<file path="config.mk">
export PLATFORM = sky130hd
export DESIGN_NAME = scr_synth_ctrl
export DESIGN_NICKNAME = d
export VERILOG_FILES = /design/src/verilog/scr_pkg.sv /design/src/verilog/scr_pin_sync.sv /design/src/verilog/scr_ref_count.sv /design/src/verilog/scr_synth_ctrl.sv
export SDC_FILE = /design/constraint.sdc
export NUM_CORES = 1
export LEC_CHECK = 0
export BUFFER_PORTS_ARGS = -buffer_cell sky130_fd_sc_hd__buf_2
export CAP_MARGIN = 40
export CORE_ASPECT_RATIO = 0.7
export CORE_MARGIN = 4
export CORE_UTILIZATION = 40
export DETAILED_ROUTE_END_ITERATION = 10
export PLACE_DENSITY_LB_ADDON = 0.12
export SETUP_SLACK_MARGIN = 0.4
export SLEW_MARGIN = 20
export SYNTH_ARGS = -nofsm -noshare
export SYNTH_HDL_FRONTEND = slang
export SYNTH_HIERARCHICAL = 1
export SYNTH_SLANG_ARGS = --single-unit
</file>
<file path="constraint.sdc">
create_clock -name core_clk -period 3 [get_ports core_clk]
set_clock_uncertainty 0.15 [all_clocks]
set_input_delay 0.3 -clock core_clk [delete_from_list [all_inputs] [get_ports core_clk]]
set_output_delay 0.3 -clock core_clk [all_outputs]
set_load 0.02 [all_outputs]
</file>
<file path="src/verilog/scr_pkg.sv">
// Purpose: Shared constants and types of the synthesizer control block
// Assumes: Bit counts and register fields as the serial port defines them
// Notes: Field positions, lengths and the serial registers' reset values live here only
package scr_pkg;

    // Serial access lengths in clock cycles; LEN_SAT is where the bit count stops
    localparam logic [4:0] LEN_SWAP = 5'h00;
    localparam logic [4:0] LEN_CFG = 5'h08;
    localparam logic [4:0] LEN_REF = 5'h10;
    localparam logic [4:0] LEN_FREQ = 5'h18;
    localparam logic [4:0] LEN_SAT = 5'h1f;

    localparam int SHIFT_W = 24;
    localparam int CFG_W = 8;
    localparam int RATIO_W = 13;
    localparam int MODE_LSB = 13;
    localparam int MODE_MSB = 15;
    localparam int PORT_LSB = 22;
    localparam int PORT_MSB = 23;
    localparam int PCT_W = 7;

    // Frequency-register code that turns the push-pull output into a port
    localparam logic [1:0] PORT_SEL = 2'h3;

    // Reference output modes
    localparam logic [2:0] MODE_LOW = 3'h0;
    localparam logic [2:0] MODE_HIGH = 3'h1;
    localparam logic [2:0] MODE_OFF = 3'h2;
    localparam logic [2:0] MODE_DIRECT = 3'h3;
    localparam logic [2:0] MODE_RST = 3'h6;

    localparam logic [12:0] RATIO_RST = 13'h0001;
    localparam logic [12:0] CNT_LAST = 13'h0001;
    localparam logic [23:0] FREQ_RST = 24'h000000;
    localparam logic [3:0] DIV_STEP = 4'h1;
    localparam logic [4:0] BIT_STEP = 5'h01;

    // Pump current in percent, code 0 in the low slice
    localparam logic [27:0] PCT_FINE = {7'h64, 7'h5a, 7'h50, 7'h46};
    localparam logic [27:0] PCT_COARSE = {7'h64, 7'h4b, 7'h32, 7'h19};

    // Pin synchroniser lanes
    localparam int PIN_DATA = 0;
    localparam int PIN_SCLK = 1;
    localparam int PIN_STRB = 2;
    localparam int PIN_REF = 3;
    localparam int PIN_COUNT = 4;
    // Idle level per lane; strobe rests high, so reset must not fake a rise
    localparam logic [PIN_COUNT-1:0] PIN_IDLE = 4'h4;

    typedef struct packed {
        logic detector_polarity_invert;
        logic detector_select;
        logic lock_indicator_enable;
        logic low_power_hold;
        logic pump_current_hi_bit;
        logic pump_current_lo_bit;
        logic port_bit;
        logic outb_float;
    } scr_cfg_s;

    localparam scr_cfg_s CFG_RST = scr_cfg_s'(8'h00);

    typedef struct packed {
        logic pump_up;
        logic pump_dn;
        logic pump_oe;
        logic phase_r;
        logic phase_v;
        logic lock;
        logic push_pull;
        logic od_oe;
        logic ref_out;
        logic [6:0] pct;
    } scr_pins_s;

    // Phases at rest, open-drain pulling low, fine step code 0
    localparam scr_pins_s PINS_RST = scr_pins_s'(16'h1946);

    typedef enum logic [1:0] {
        ST_RUN = 2'b00,
        ST_HOLD = 2'b01,
        ST_WAIT_FV = 2'b10
    } scr_exit_e;

endpackage

</file>
<file path="src/verilog/scr_pin_sync.sv">
// Purpose: Three-stage synchroniser with agreement filter for pins
// Assumes: Inputs are asynchronous to core_clk
// Notes: Output changes only when stages two and three agree
`timescale 1ns/1ps
module scr_pin_sync
    import scr_pkg::*;
#(
    parameter int W = 4
)
(
    input wire logic core_clk,
    input wire logic rst_n,
    input wire logic [W-1:0] pin_in,
    output logic [W-1:0] level_out
);

    logic [W-1:0] ff1_reg;
    logic [W-1:0] ff2_reg;
    logic [W-1:0] ff3_reg;

    genvar gi;
    generate
        for (gi = 0; gi < W; gi++)
        begin : g_lane
            always_ff @(posedge core_clk or negedge rst_n)
            begin
                if (!rst_n)
                begin
                    ff1_reg[gi] <= PIN_IDLE[gi];
                    ff2_reg[gi] <= PIN_IDLE[gi];
                    ff3_reg[gi] <= PIN_IDLE[gi];
                    level_out[gi] <= PIN_IDLE[gi];
                end
                else
                begin
                    ff1_reg[gi] <= pin_in[gi];
                    ff2_reg[gi] <= ff1_reg[gi];
                    ff3_reg[gi] <= ff2_reg[gi];
                    if (ff2_reg[gi] == ff3_reg[gi])
                        level_out[gi] <= ff3_reg[gi];
                end
            end
        end
    endgenerate

endmodule

</file>
<file path="src/verilog/scr_ref_count.sv">
// Purpose: 13-stage reference down-counter with jam load
// Assumes: tick is a one-cycle pulse per reference edge
// Notes: A new ratio is taken at the end of a count cycle or at once on a jam load
`timescale 1ns/1ps
module scr_ref_count
    import scr_pkg::*;
(
    input wire logic core_clk,
    input wire logic rst_n,
    input wire logic tick,
    input wire logic run,
    input wire logic jam,
    input wire logic [12:0] ratio,
    output logic pulse_reg
);

    logic [12:0] count_reg;
    logic [12:0] count_next;
    logic wrap;

    assign wrap = run && tick && (count_reg <= CNT_LAST);
    assign count_next = jam ? ratio
                      : wrap ? ratio
                      : (run && tick) ? count_reg - CNT_LAST
                      : count_reg;

    always_ff @(posedge core_clk or negedge rst_n)
    begin
        if (!rst_n)
        begin
            count_reg <= RATIO_RST;
            pulse_reg <= 1'b0;
        end
        else
        begin
            count_reg <= count_next;
            pulse_reg <= wrap && !jam;
        end
    end

endmodule

</file>
<file path="src/verilog/scr_synth_ctrl.sv">
// Purpose: Configuration and reference registers of a PLL synthesizer
// Assumes: Host drives data, clock and load strobe; core_clk samples all
// Notes: Frequency counters are outside; they follow counters_enable
`timescale 1ns/1ps
module scr_synth_ctrl
    import scr_pkg::*;
(
    input wire logic core_clk,
    input wire logic rst_n,
    input wire logic serial_data_in,
    input wire logic serial_clock_in,
    input wire logic serial_load_strobe,
    input wire logic reference_input,
    input wire logic feedback_divided_pulse,
    output logic reference_output,
    output logic reference_divided_pulse,
    output logic ref_input_enable,
    output logic ref_feedback_connect,
    output logic counters_enable,
    output logic current_resistor_en,
    output logic [23:0] freq_word,
    output logic charge_pump_output_up,
    output logic charge_pump_output_dn,
    output logic charge_pump_output_oe,
    output logic [6:0] pump_pct,
    output logic phase_r_out,
    output logic phase_v_out,
    output logic lock_indicator_output,
    output logic push_pull_out,
    output logic open_drain_out,
    output logic open_drain_oe
);

    ////////////////////////////////////////////////////////////////////
    // Pin sampling

    logic [PIN_COUNT-1:0] pin_raw;
    logic [PIN_COUNT-1:0] pin_lvl;
    logic sclk_d_reg;
    logic strb_d_reg;
    logic ref_d_reg;
    logic sclk_rise;
    logic strb_rise;
    logic ref_rise;

    assign pin_raw = {reference_input, serial_load_strobe, serial_clock_in, serial_data_in};

    scr_pin_sync #(.W(PIN_COUNT)) u_sync
    (
        .core_clk(core_clk),
        .rst_n(rst_n),
        .pin_in(pin_raw),
        .level_out(pin_lvl)
    );

    assign sclk_rise = pin_lvl[PIN_SCLK] && !sclk_d_reg;
    assign strb_rise = pin_lvl[PIN_STRB] && !strb_d_reg;
    assign ref_rise = pin_lvl[PIN_REF] && !ref_d_reg;

    always_ff @(posedge core_clk or negedge rst_n)
    begin
        if (!rst_n)
        begin
            sclk_d_reg <= 1'b0;
            strb_d_reg <= 1'b1;
            ref_d_reg <= 1'b0;
        end
        else
        begin
            sclk_d_reg <= pin_lvl[PIN_SCLK];
            strb_d_reg <= pin_lvl[PIN_STRB];
            ref_d_reg <= pin_lvl[PIN_REF];
        end
    end

    ////////////////////////////////////////////////////////////////////
    // Serial shifter and load decode

    logic [SHIFT_W-1:0] shift_reg;
    logic [4:0] bit_cnt_reg;
    logic [4:0] bit_cnt_next;
    logic shift_en;
    logic load_cfg;
    logic load_ref;
    logic load_freq;
    logic swap_buf;

    assign shift_en = sclk_rise && !pin_lvl[PIN_STRB];
    assign bit_cnt_next = strb_rise ? LEN_SWAP
                        : (shift_en && bit_cnt_reg != LEN_SAT) ? bit_cnt_reg + BIT_STEP
                        : bit_cnt_reg;

    // Any other count, including five-bit init groups, is dropped
    assign load_cfg = strb_rise && bit_cnt_reg == LEN_CFG;
    assign load_ref = strb_rise && bit_cnt_reg == LEN_REF;
    assign load_freq = strb_rise && bit_cnt_reg == LEN_FREQ;
    // Strobe with no clocks relies on the host holding clock low
    assign swap_buf = strb_rise && bit_cnt_reg == LEN_SWAP;

    always_ff @(posedge core_clk or negedge rst_n)
    begin
        if (!rst_n)
        begin
            shift_reg <= FREQ_RST;
            bit_cnt_reg <= LEN_SWAP;
        end
        else
        begin
            if (shift_en)
                shift_reg <= {shift_reg[SHIFT_W-2:0], pin_lvl[PIN_DATA]};
            bit_cnt_reg <= bit_cnt_next;
        end
    end

    ////////////////////////////////////////////////////////////////////
    // Registers; standby never touches them

    scr_cfg_s cfg_reg;
    logic [2:0] ref_mode_reg;
    logic [12:0] ref_buf1_reg;
    logic [12:0] ref_buf2_reg;
    logic [23:0] freq_reg;

    always_ff @(posedge core_clk or negedge rst_n)
    begin
        if (!rst_n)
        begin
            cfg_reg <= CFG_RST;
            ref_mode_reg <= MODE_RST;
            ref_buf1_reg <= RATIO_RST;
            ref_buf2_reg <= RATIO_RST;
            freq_reg <= FREQ_RST;
        end
        else
        begin
            // Loads only; low_power_hold has no path here
            if (load_cfg)
                cfg_reg <= scr_cfg_s'(shift_reg[CFG_W-1:0]);
            if (load_ref)
            begin
                ref_mode_reg <= shift_reg[MODE_MSB:MODE_LSB];
                ref_buf1_reg <= shift_reg[RATIO_W-1:0];
            end
            if (load_freq)
                freq_reg <= shift_reg;
            if (swap_buf || load_freq)
                ref_buf2_reg <= ref_buf1_reg;
        end
    end

    assign freq_word = freq_reg;

    ////////////////////////////////////////////////////////////////////
    // Standby entry and two-step exit

    scr_exit_e state_reg;
    scr_exit_e state_next;
    logic hold;
    logic fv;
    logic jam;
    logic counters_run;
    logic gate_open;

    assign hold = cfg_reg.low_power_hold;
    assign fv = feedback_divided_pulse;

    always_comb
    begin
        state_next = state_reg;
        unique case (state_reg)
            ST_RUN:
                if (hold)
                    state_next = ST_HOLD;
            ST_HOLD:
                if (!hold)
                    state_next = ST_WAIT_FV;
            ST_WAIT_FV:
                if (hold)
                    state_next = ST_HOLD;
                else if (fv)
                    state_next = ST_RUN;
            default:
                state_next = ST_HOLD;
        endcase
    end

    always_ff @(posedge core_clk or negedge rst_n)
    begin
        if (!rst_n)
            state_reg <= ST_RUN;
        else
            state_reg <= state_next;
    end

    assign jam = state_reg == ST_WAIT_FV && fv && !hold;
    assign counters_run = state_reg != ST_HOLD;
    assign gate_open = state_reg == ST_RUN;
    assign counters_enable = counters_run;
    assign current_resistor_en = counters_run;

    ////////////////////////////////////////////////////////////////////
    // Reference oscillator, output divider and 13-stage counter

    logic ref_active;
    logic ref_tick;
    logic [3:0] div_cnt_reg;
    logic reference_output_next;
    logic fr;

    // Only the static-low mode shuts the input down in standby
    assign ref_active = !(state_reg == ST_HOLD && ref_mode_reg == MODE_LOW);
    assign ref_tick = ref_rise && ref_active;
    assign ref_input_enable = ref_active;
    assign ref_feedback_connect = ref_active;

    always_ff @(posedge core_clk or negedge rst_n)
    begin
        if (!rst_n)
            div_cnt_reg <= 4'h0;
        else if (ref_tick)
            div_cnt_reg <= div_cnt_reg + DIV_STEP;
    end

    // Modes four to seven tap divide by 2, 4, 8 and 16
    assign reference_output_next = (ref_mode_reg == MODE_LOW) ? 1'b0
                       : (ref_mode_reg == MODE_HIGH) ? 1'b1
                       : (ref_mode_reg == MODE_OFF) ? 1'b0
                       : (ref_mode_reg == MODE_DIRECT) ? pin_lvl[PIN_REF]
                       : div_cnt_reg[ref_mode_reg[1:0]];

    scr_ref_count u_rcnt
    (
        .core_clk(core_clk),
        .rst_n(rst_n),
        .tick(ref_tick),
        .run(counters_run),
        .jam(jam),
        .ratio(ref_buf2_reg),
        .pulse_reg(fr)
    );

    assign reference_divided_pulse = fr;

    ////////////////////////////////////////////////////////////////////
    // Phase/frequency detector

    logic up_reg;
    logic dn_reg;
    logic up_next;
    logic dn_next;
    logic src;
    logic snk;

    // Both set clears both: the short in-phase pulse on the pair
    assign up_next = gate_open && !(up_reg && dn_reg) && (up_reg || fr);
    assign dn_next = gate_open && !(up_reg && dn_reg) && (dn_reg || fv);

    always_ff @(posedge core_clk or negedge rst_n)
    begin
        if (!rst_n)
        begin
            up_reg <= 1'b0;
            dn_reg <= 1'b0;
        end
        else
        begin
            up_reg <= up_next;
            dn_reg <= dn_next;
        end
    end

    assign src = cfg_reg.detector_polarity_invert ? dn_reg : up_reg;
    assign snk = cfg_reg.detector_polarity_invert ? up_reg : dn_reg;

    ////////////////////////////////////////////////////////////////////
    // Output selection, registered at the pins

    logic single_on;
    logic dual_on;
    logic port_mode;
    logic [1:0] cur_code;
    logic [27:0] pct_table;
    scr_pins_s pins_next;
    scr_pins_s pins_reg;

    assign single_on = cfg_reg.detector_select && !hold;
    assign dual_on = !cfg_reg.detector_select && !hold;
    assign port_mode = freq_reg[PORT_MSB:PORT_LSB] == PORT_SEL;
    assign cur_code = {cfg_reg.pump_current_hi_bit, cfg_reg.pump_current_lo_bit};
    // Port mode borrows the step bit, so the fine table is forced
    assign pct_table = (cfg_reg.port_bit && !port_mode) ? PCT_COARSE
                     : PCT_FINE;

    assign pins_next.pump_up = single_on && src;
    assign pins_next.pump_dn = single_on && snk;
    assign pins_next.pump_oe = single_on;
    assign pins_next.phase_r = dual_on ? !src : 1'b1;
    assign pins_next.phase_v = dual_on ? !snk : 1'b1;
    assign pins_next.lock = !cfg_reg.lock_indicator_enable ? 1'b0
                          : hold ? 1'b1
                          : !src && !snk;
    assign pins_next.push_pull = port_mode ? cfg_reg.port_bit : fr;
    assign pins_next.od_oe = !cfg_reg.outb_float;
    assign pins_next.ref_out = reference_output_next;
    assign pins_next.pct = pct_table[{cur_code, 3'h0} - {3'h0, cur_code} +: PCT_W];

    always_ff @(posedge core_clk or negedge rst_n)
    begin
        if (!rst_n)
            pins_reg <= PINS_RST;
        else
            pins_reg <= pins_next;
    end

    assign charge_pump_output_up = pins_reg.pump_up;
    assign charge_pump_output_dn = pins_reg.pump_dn;
    assign charge_pump_output_oe = pins_reg.pump_oe;
    assign phase_r_out = pins_reg.phase_r;
    assign phase_v_out = pins_reg.phase_v;
    assign lock_indicator_output = pins_reg.lock;
    assign push_pull_out = pins_reg.push_pull;
    assign open_drain_out = 1'b0;
    assign open_drain_oe = pins_reg.od_oe;
    assign reference_output = pins_reg.ref_out;
    assign pump_pct = pins_reg.pct;
endmodule
</file>
Word level (Yosys, flattened, before mapping)
Index checks and enable logic that the tools add are counted.
{"block": "word_totals", "in_bits": 7, "ff_bits": 147}
{"block": "classes", "n_shift": 1, "n_eq_ne": 18, "mux": 24, "add_sub_neg": 4, "n_lt_le_gt_ge": 2, "n_reduce_logical": 48}
{"op": "2-to-1 mux 13 bit", "n": 3}
{"op": "indexed part select 28 x 6 -> 7 bit", "n": 1}
{"op": "logical AND 1 bit", "n": 26}
{"op": "2-to-1 mux 19 bit", "n": 1}
{"op": "<= comparator 13 x 1 -> 1 bit, second input constant", "n": 1}
{"op": "zero test 1 bit", "n": 13}
{"op": "subtractor 13 x 1 -> 13 bit, second input constant", "n": 1}
{"op": "2-to-1 mux 1 bit", "n": 12}
{"op": "== test 5 bit, second input constant", "n": 2}
{"op": "2-to-1 mux 5 bit", "n": 2}
{"op": "2-to-1 mux 2 bit", "n": 4}
{"op": "== test 3 x 2 -> 1 bit, second input constant", "n": 2}
{"op": "case mux 2 bit (3 select lines)", "n": 1}
{"op": "adder 5 x 1 -> 5 bit, second input constant", "n": 1}
{"op": "== test 5 x 4 -> 1 bit, second input constant", "n": 1}
{"op": "zero test 5 bit", "n": 1}
{"op": "!= test 5 bit, second input constant", "n": 1}
{"op": "subtractor 5 x 2 -> 5 bit", "n": 1}
{"op": "adder 4 x 1 -> 4 bit, second input constant", "n": 1}
{"op": "== test 1 bit", "n": 4}
{"op": "== test 2 bit, second input constant", "n": 2}
{"op": "!= test 2 bit, second input constant", "n": 2}
{"op": "== test 3 x 1 -> 1 bit, second input constant", "n": 1}
{"op": "zero test 3 bit", "n": 1}
{"op": "10 further kinds", "n": 12}

Longest topological paths before layout
Gate-level depths: netlist (run 1).
{"block": "depth", "ltp_word": 8, "depth_mapped": 8, "depth_no_buf": 7}

By module
The synthesis (run 1) kept the hierarchy.
{"module": "scr_synth_ctrl", "instances": 1, "area_per_inst_um2": 4961.0, "cells_each": 356}
{"module": "scr_ref_count", "instances": 1, "area_per_inst_um2": 1077.3, "cells_each": 117}
{"module": "scr_pin_sync", "instances": 1, "area_per_inst_um2": 450.4, "cells_each": 20}

Worst setup path after synthesis (run 1)
OpenSTA, ideal clock, no wires.
{"block": "synth_path", "kind": "register to register", "start": "register ref_mode_reg[1]", "end": "register u_rcnt.count_reg[5]", "required_ns": 2.739, "arrival_ns": 2.315, "n_path_buf": 1, "path_slack_ns": 0.423, "stages_incl_launch_ff": 8, "period_less_slack_ns": 2.577, "setup_ns": 0.111, "cell_sequence": "dfstp_2 -> nor3_1 -> a311oi_1 -> nand2_1 -> clkbuf_1 -> nor4_1 -> a2111oi_1 -> a2111oi_2"}
{"block": "synth_between", "elab_chain_cells": 8}
{"element": "start, declared", "line": "scr_synth_ctrl.sv:119", "rtl": "logic [2:0] ref_mode_reg;"}
{"element": "start signal, assigned", "line": "scr_synth_ctrl.sv:141", "rtl": "ref_mode_reg <= shift_reg[MODE_MSB:MODE_LSB];"}
{"element": "zero test 3 bit (*)", "line": "scr_synth_ctrl.sv:211", "rtl": "assign ref_active = !(state_reg == ST_HOLD && ref_mode_reg == MODE_LOW);"}
{"element": "logical AND 1 bit (*)", "line": "scr_synth_ctrl.sv:211"}
{"element": "zero test 1 bit (*)", "line": "scr_synth_ctrl.sv:211"}
{"element": "logical AND 1 bit (*)", "line": "scr_synth_ctrl.sv:212", "rtl": "assign ref_tick = ref_rise && ref_active;"}
{"element": "net ref_tick", "line": "scr_synth_ctrl.sv:205", "rtl": "logic ref_tick;"}
{"element": "logical AND 1 bit (*)", "line": "scr_ref_count.sv:21, scr_ref_count.sv:24"}
{"element": "logical AND 1 bit", "line": "scr_ref_count.sv:21", "rtl": "assign wrap = run && tick && (count_reg <= CNT_LAST);"}
{"element": "2-to-1 mux 13 bit", "line": "scr_ref_count.sv:23", "rtl": ": wrap ? ratio"}
{"element": "2-to-1 mux 13 bit", "line": "scr_ref_count.sv:22", "rtl": "assign count_next = jam ? ratio"}
{"element": "end signal, assigned", "line": "scr_ref_count.sv:36", "rtl": "count_reg <= count_next;"}
{"element": "end, declared", "line": "scr_ref_count.sv:17", "rtl": "logic [12:0] count_reg;"}
The timed path passes the listed nets; every way through them passes the cells marked *.
A chain may end at the register's enable or synchronous reset.

Final worst setup path (run 1)
{"block": "layout_path", "start": "register ref_mode_reg[1]", "end": "register u_rcnt.count_reg[11]"}
The elaborated chain is that of the path after synthesis.

==> Implementation_results.wiki, run 1 <==
{| class="wikitable"
! Metric !! Value
|-
| Number of clock sinks seen by CTS || 147
|-
| Vias per Instance || 5.27
|-
| Setup Slack @ Placement || 436 ps
|-
| Total number of yosys warnings || 6
|-
| Die X || 160 um
|-
| Buffer cell driving the clock tree root || sky130_fd_sc_hd__clkbuf_16
|-
| Synth Cell Area || 0.00649 mm2
|-
| Placeable Area || 0.0157 mm2
|-
| Die Height || 115 um
|-
| DRC violations left || 0
|-
| Synthesized net count || 518
|-
| Wire length of the first global-routing pass || 22,400 um
|-
| Achievable Freq || 406 MHz
|-
| Dominant register cell in the synthesized netlist || sky130_fd_sc_hd__dfrtp_1
|-
| Antenna violations before repair || 0
|-
| Yosys cell types || 72
|-
| Setup TNS || 0 ps
|-
| # fillers || 1,408
|-
| Port Buf Inserts || 51
|-
| Worst hold-check slack || 22.2 ps
|-
| Global Route Usage Sum || 15.5%
|-
| Peak VDD IR || 0.379 mV
|-
| Critical register-to-register path startpoint || ref_mode_reg[1]
|-
| Unrepaired setup endpoints after global routing || no
|-
| Final period util || 82.1%
|-
| Main area contributors after synthesis || sky130_fd_sc_hd__dfrtp_1, sky130_fd_sc_hd__mux2_2, sky130_fd_sc_hd__dfstp_2
|-
| Critical path launch point || ref_mode_reg[1]
|-
| TritonCTS clock tree || built
|-
| Post-route minimum period || 2460 ps
|-
| Worst reg2reg setup slack || 540 ps
|-
| Later-pin clock latency in the skew report || 430 ps
|-
| Initial DRT Pass Iterations || 4
|-
| Slew at the pin closest to its max-slew limit || 726 ps
|-
| Layout overhead on the synthesized area || 17.7%
|-
| Outcome || completed
|-
| Count of pins on the block boundary || 53
|-
| Max-slew violation count || 0
|-
| Maximum number of pins on one net before global-route repair || 72
|-
| Count of final setup violators || 0
|-
| Synth Area per Inst || 13.2 um2
|-
| Critical path fanouts, max || 9
|-
| Routability congestion estimate from global placement || 0.849
|-
| Max-Cap Viols || 0
|-
| Share of the synthesized area in the top cell type || 50.5%
|-
| Clock transition at path regs || 70 ps
|-
| Setup WS post-layout || 537 ps
|-
| Overall via count from detail_route || 4,068
|-
| DR WL/cell || 17.4 um
|-
| Number of cells produced by synthesis || 493
|-
| Number of violations reported at the end of detailed-routing iteration 0 || 197
|-
| Net count, final || 584
|-
| Leakage power || 3.63 nW
|-
| Proportion of synthesized chip area in sequential cells || 57.0%
|-
| Global-route congestion overflow total || 0
|-
| Total Die Area || 0.0184 mm2
|-
| Worst setup path endpoint || u_rcnt/count_reg[11]
|-
| Critical path type || register to register
|-
| Crit path launch type || register
|-
| Proportion of layout cells with a drive suffix above 1 || 39.2%
|-
| Class of the most critical hold timing path || input port to register
|-
| Largest buffer count on any clock path || 2
|-
| Register bit total from synthesis || 147
|-
| Number of nets still failing antenna checks after routing || 0
|-
| Inserted Diodes || 0
|-
| R2R depth || 7
|-
| Number of hold-slack violations in the final timing report || 0
|-
| R2R Path End || u_rcnt/count_reg[11]
|-
| Cell accounting for the most synthesized area || sky130_fd_sc_hd__dfrtp_1
|-
| Power per standard cell area || 664 mW/mm2
|-
| Worst path required time || 3210 ps
|-
| Total wirelength of the detailed-routed design || 13,400 um
|-
| Via count of the first global-routing pass || 4,079
|-
| Nature of the critical path endpoint || register
|-
| Arrival time of data at the critical path endpoint || 2680 ps
|-
| Async S/R FF share, synth || 100%
|-
| H-tree levels || 4
|-
| Row Count || 38
|-
| Starting Density || 41.4%
|-
| Post-synth EDFFs || 0
|-
| Worst relative slew slack || 51.2%
|-
| Core occupancy in the finished layout || 48.7%
|-
| Number of buffers added by the clock tree synthesis step || 17
|-
| Placed wire-length estimate || 9250 um
|}
[how the worst min path moves through the flow]
stage	start	end	slack, ps	depth (start not counted)
after global routing	feedback_divided_pulse	state_reg[1]	30	3
after floorplan	rst_n	bit_cnt_reg[0]	-150	0
after CTS	feedback_divided_pulse	state_reg[1]	5	3
after global placement	u_sync/ff1_reg[3]	u_sync/ff2_reg[3]	180	0
after detailed placement	u_sync/ff1_reg[0]	u_sync/ff2_reg[0]	180	0
final	feedback_divided_pulse	state_reg[1]	20	3
[repair_timing]
item / in CTS / in global routing
hold endpoints to repair: 59 / 0
setup endpoints to repair: 0 / 12
resized for setup: 0 / 2
hold buffers: 5 / 0
setup buffers: 0 / 2
[report_power, final]
group          switching (mW)  internal [mW]  total [mW]  leakage, nW
clock network           0.960           1.11        2.07        0.281
logic                   0.313          0.286       0.599         1.44
registers               0.232           2.17        2.40         1.92
[critical path, stage by stage, from the launching register on]
cell and delay, ps:
sky130_fd_sc_hd__dfstp_2 560, sky130_fd_sc_hd__nor3_1 80, sky130_fd_sc_hd__a311oi_2 360, sky130_fd_sc_hd__buf_4 210, sky130_fd_sc_hd__and2_1 320, sky130_fd_sc_hd__nand3_1 200
sky130_fd_sc_hd__o31ai_1 310, sky130_fd_sc_hd__o221a_2 210
[Yosys cell counts (all sizes together), types with 9 or more instances]
library cell / number
ha: 17
mux2: 89
nor2: 19
nand2: 19
o21ai: 11
buf: 11
clkbuf: 10
nor4: 9
dfrtp: 131
dfstp: 16
a21oi: 11
nor3: 11
inv: 23
[cell usage in the layout, fill, tap and decap left out, types with 6 or more instances in the layout]
master,n
sky130_fd_sc_hd__or3_1,6
sky130_fd_sc_hd__ha_1,17
sky130_fd_sc_hd__a21oi_1,11
sky130_fd_sc_hd__dfrtp_1,131
sky130_fd_sc_hd__nand2_1,18
sky130_fd_sc_hd__inv_1,23
sky130_fd_sc_hd__nor2_1,18
sky130_fd_sc_hd__mux2_2,89
sky130_fd_sc_hd__nor3_1,10
sky130_fd_sc_hd__nor4_1,8
sky130_fd_sc_hd__nand2b_1,6
sky130_fd_sc_hd__mux2i_1,7
sky130_fd_sc_hd__o21ai_0,11
sky130_fd_sc_hd__buf_4,12
sky130_fd_sc_hd__dfstp_2,16
sky130_fd_sc_hd__clkbuf_16,17
sky130_fd_sc_hd__buf_2,50
sky130_fd_sc_hd__nor2b_1,6
[metrics by stage]
step | instances | area (um2) | total power, mW
2_1_floorplan | 493 | 6490 | 2.81
3_3_place_gp | 733 | 6980 | 3.02
3_5_place_dp | 733 | 6980 | 3.03
4_1_cts | 770 | 7610 | 5.13
5_1_grt | 772 | 7630 | 5.33
6_report | 772 | 7630 | 5.07
[kinds of logic after synthesis]
| kind of cell | share of synthesized area, % |
|---|---|
| muxes | 16.5 |
| DFF | 57.0 |
| buffers and inverters | 3.01 |
| and+or+nand+nor | 9.80 |
| adders and majority gates | 4.28 |
| xor gates and xnor gates | 1.08 |
| AOI/OAI and AO/OA | 8.25 |
| other | 0.0578 |
[per-layer routing]
layer,GRT usage [%],vias up,wire (um)
met5,0,-,0
met4,5.10,0,148
met3,4.35,12,712
met2,22.3,85,5750
met1,22.7,2048,6810
li1,-,1923,-
[cell type report]
type,count,area (um2),share of cell area [%]
sequential,147,3700,48.4
multi-input combinational,302,2620,34.3
inverter,23,86.3,1.13
timing repair buffer,68,402,5.26
tap,200,250,3.28
clock buffer,17,425,5.57
clock inverter,15,156,2.05
Power figures use the tool's default switching activity.
==> run 2, diff against run 1 <==
ABC_AREA = 1   (was unset)
clock period = 2.6 ns   (was 3 ns; I/O delays follow)
==> run 2 against run 1 <==
Net effect: synthesized area is 1.8% higher; global-route usage increased by 0.45 points; critical path depth did not move; worst hold slack better by 170 ps.
==> Implementation_results.wiki, run 2 <==
{| class="wikitable"
! Metric !! Value
|-
| Outcome || completed
|-
| Most common cell after layout, fill and taps aside || sky130_fd_sc_hd__nand2_1
|-
| Number of violations reported at the end of detailed-routing iteration 0 || 333 (+69%)
|-
| Unrepaired setup endpoints after global routing || no
|-
| Via count of the first global-routing pass || 4,732 (+16%)
|-
| Worst path required time || 2800 ps (-410 ps)
|-
| Synthesized-area fraction occupied by adder cells || 3.52% (-0.76 points)
|-
| Overall via count from detail_route || 4,933 (+21%)
|-
| Worst reg2reg setup slack || 590 ps (+60 ps)
|-
| Proportion of synthesized chip area in sequential cells || 56.0% (-0.99 points)
|-
| Leakage power || 3.76 nW (+3.5%)
|-
| CP most frequent cell || sky130_fd_sc_hd__nor2_1
|-
| Total number of yosys warnings || 6 (unchanged)
|-
| Arrival time of data at the critical path endpoint || 2210 ps (-470 ps)
|-
| DRC violations left || 0 (unchanged)
|-
| Starting Density || 41.7% (+0.35 points)
|-
| Achievable Freq || 498 MHz (+23%)
|-
| Placeable Area || 0.0158 mm2 (+0.91%)
|-
| Synth Area in XOR/XNOR || 1.19% (+0.11 points)
|-
| Dominant register cell in the synthesized netlist || sky130_fd_sc_hd__dfrtp_1
|-
| Buffer cell driving the clock tree root || sky130_fd_sc_hd__clkbuf_16
|-
| Register bit total from synthesis || 147 (unchanged)
|-
| Compound-Gate Fraction of Synth Area || 8.15% (-0.11 points)
|-
| Commonest cells post-synth || sky130_fd_sc_hd__nand2_1, sky130_fd_sc_hd__dfrtp_1, sky130_fd_sc_hd__inv_1
|-
| Synth Cell Area || 0.00660 mm2 (+1.8%)
|-
| Share of the synthesized area in the top cell type || 49.6% (-0.88 points)
|-
| Setup WS post-layout || 594 ps (+56.6 ps)
|-
| Layout overhead on the synthesized area || 16.7%
|-
| Main combinational cell family by area after synthesis || simple AND/OR/NAND/NOR gates
|-
| TritonCTS clock tree || built
|-
| Initial DRT Pass Iterations || 7 (+3)
|-
| Fraction of met1 tracks used by global routing || 24.6% (+1.9 points)
|-
| Post-synth EDFFs || 0 (unchanged)
|-
| Mux cell area share after synthesis || 0% (-17 points)
|-
| Met2 Use GR || 21.8% (-0.52 points)
|-
| Most crowded layer after global routing || met1
|-
| Design area || 0.00771 mm2 (+0.93%)
|-
| Number of nets still failing antenna checks after routing || 0 (unchanged)
|-
| Dominant cell by count in the synthesized netlist || sky130_fd_sc_hd__nand2_1
|-
| Peak VDD IR || 0.328 mV (-13%)
|-
| Cell accounting for the most synthesized area || sky130_fd_sc_hd__dfrtp_1
|-
| Commonest non-fill, non-tap cells in the layout || sky130_fd_sc_hd__nand2_1, sky130_fd_sc_hd__dfrtp_1, sky130_fd_sc_hd__inv_1
|-
| Slowest CP cell || sky130_fd_sc_hd__dfrtp_1
|-
| Final period util || 77.2% (-4.9 points)
|-
| Crit path max-delay family || flip-flops
|-
| Yosys cell types || 37 (-49%)
|-
| Crit path launch type || register
|-
| Clock transition at path regs || 60 ps (about the same)
|-
| Number of buffers added by the clock tree synthesis step || 17 (unchanged)
|-
| Routability congestion estimate from global placement || 0.898 (+5.9%)
|-
| Cells traversed along the worst timing path || inv_1 > ha_2 > inv_2 > or2_2 > nor2_1 > nor2_1 > a21oi_1
|-
| Synthesized net count || 772 (+49%)
|-
| Post-detailed-placement cell area || 0.00705 mm2 (+1.0%)
|-
| Count of pins on the block boundary || 53 (unchanged)
|-
| H-tree levels || 4 (unchanged)
|-
| Max-Cap Viols || 0 (unchanged)
|-
| Proportion of layout cells with a drive suffix above 1 || 17.9% (-21 points)
|-
| Total wirelength of the detailed-routed design || 13,900 um (+3.6%)
|-
| Global Route Usage Sum || 16.0% (+0.45 points)
|-
| Inserted Diodes || 0 (unchanged)
|-
| Row Count || 38 (unchanged)
|-
| DR WL/cell || 13.4 um (-23%)
|-
| Total Die Area || 0.0187 mm2 (+1.7%)
|-
| Net count, final || 827 (+42%)
|-
| Port Buf Inserts || 51 (unchanged)
|-
| Largest buffer count on any clock path || 2 (unchanged)
|-
| Die X || 162 um (+0.84%)
|-
| Max-slew violation count || 0 (unchanged)
|-
| Number of hold-slack violations in the final timing report || 0 (unchanged)
|-
| Critical path fanouts, max || 10 (+1)
|-
| Maximum number of pins on one net before global-route repair || 72 (unchanged)
|-
| Simple-gate share of the synthesized area || 23.5% (+14 points)
|-
| Post-route minimum period || 2010 ps (-457 ps)
|-
| Class of the most critical hold timing path || input port to asynchronous set/reset pin
|-
| Wire length of the first global-routing pass || 23,900 um (+6.8%)
|-
| Die Height || 116 um (+0.82%)
|-
| Vias per Instance || 4.77 (-9.6%)
|-
| Async S/R FF share, synth || 100% (unchanged)
|-
| Number of buffer and inverter instances along the worst setup path || 2 (+1)
|-
| Count of final setup violators || 0 (unchanged)
|-
| Slew at the pin closest to its max-slew limit || 597 ps (-129 ps)
|-
| Global-route congestion overflow total || 0 (unchanged)
|-
| Main area contributors after synthesis || sky130_fd_sc_hd__dfrtp_1, sky130_fd_sc_hd__nand2_1, sky130_fd_sc_hd__dfstp_2
|-
| Placed wire-length estimate || 9320 um (+0.66%)
|-
| Nature of the critical path endpoint || register
|-
| Antenna violations before repair || 0 (unchanged)
|-
| Met3 Use GR || 3.91% (-0.44 points)
|-
| Later-pin clock latency in the skew report || 430 ps (about the same)
|-
| Number of cells produced by synthesis || 747 (+52%)
|-
| Setup TNS || 0 ps (unchanged)
|-
| Critical path type || register to register
|-
| Largest stage delay on the critical path || 470 ps (-90 ps)
|-
| Number of clock sinks seen by CTS || 147 (unchanged)
|-
| Power per standard cell area || 818 mW/mm2 (+23%)
|-
| Worst relative slew slack || 60.2% (+9.0 points)
|-
| Synth Area per Inst || 8.84 um2 (-33%)
|-
| Setup Slack @ Placement || 386 ps (-50.1 ps)
|}
[run 2: cell types whose count changed after synthesis, sizes merged, moves of 7 or more]
| cell | change |
|---|---|
| nand2 | +210 |
| mux2 | -89 |
| o21ai | +76 |
| inv | +66 |
| nand3 | +66 |
| nor2 | +17 |
| nor4 | -8 |
| a2111oi | -7 |
| mux2i | -7 |
[run 2: worst paths after layout]
kind	cells past startpoint	start	to
hold reg to reg	0	u_sync/ff1_reg[1]	u_sync/ff2_reg[1]
max in group asynchronous	3	rst_n	phase_v_out
setup reg to reg	7	cfg_reg[3]	pump_pct[1]
setup / recovery	7	cfg_reg[3]	pump_pct[1]
hold / removal	2	rst_n	shift_reg[19]
min in group core_clk	0	u_sync/ff1_reg[1]	u_sync/ff2_reg[1]
[run 2: where the power goes]
group / leakage [nW] / switching [mW] / internal, mW
Clock: 0.275 / 0.974 / 1.37
Combinational: 1.55 / 0.766 / 0.434
Sequential: 1.94 / 0.211 / 2.54
Total: 3.76 / 1.95 / 4.35
[run 2: layout make-up]
cell class              instances  area (um2)
clock inverters                10         100
inverters                      91         342
repair buffers                 64         387
flip-flops and latches        147        3700
clock buffers                  22         464
multi-input cells             481        2440
fillers                      1485        8130
well taps                     220         275
[run 2: cells by family after synthesis]
logic type	after synthesis
flops	147
compound gates	105
fa+ha+maj	18
other cells	1
buf+inv	119
simple gates	348
xor+xnor	9
[run 2: repair_timing]
item / 4_1_cts / 5_1_grt
hold buffers: 6 / 0
endpoints found under the setup margin: 3 / 31
gates cloned: 0 / 0
resized for setup: 1 / 8
setup buffers: 0 / 0
endpoints found under the hold margin: 54 / 0
[run 2: metrics by stage]
stage	hold WS, ps	std cells	total power, mW	utilization (%)
6_report	191	1035	6.30	48.7
3_5_place_dp	91.9	997	3.99	44.5
2_1_floorplan	-186	747	3.67	-
4_1_cts	202	1035	6.36	48.5
5_1_grt	209	1035	6.69	48.7
3_3_place_gp	88.0	997	3.95	44.5
[run 2: per-layer routing]
layer | wire length (um) | vias up
met2 | 5390 | 120
li1 | - | 2472
met5 | 0 | -
met4 | 235 | 0
met1 | 7520 | 2325
met3 | 757 | 16
[run 2: worst register-to-register path, cell delays in order (launching register included)]
cell,delay (ps)
sky130_fd_sc_hd__dfrtp_1,470
sky130_fd_sc_hd__inv_1,200
sky130_fd_sc_hd__ha_2,460
sky130_fd_sc_hd__inv_2,90
sky130_fd_sc_hd__or2_2,290
sky130_fd_sc_hd__nor2_1,90
sky130_fd_sc_hd__nor2_1,50
sky130_fd_sc_hd__a21oi_1,140
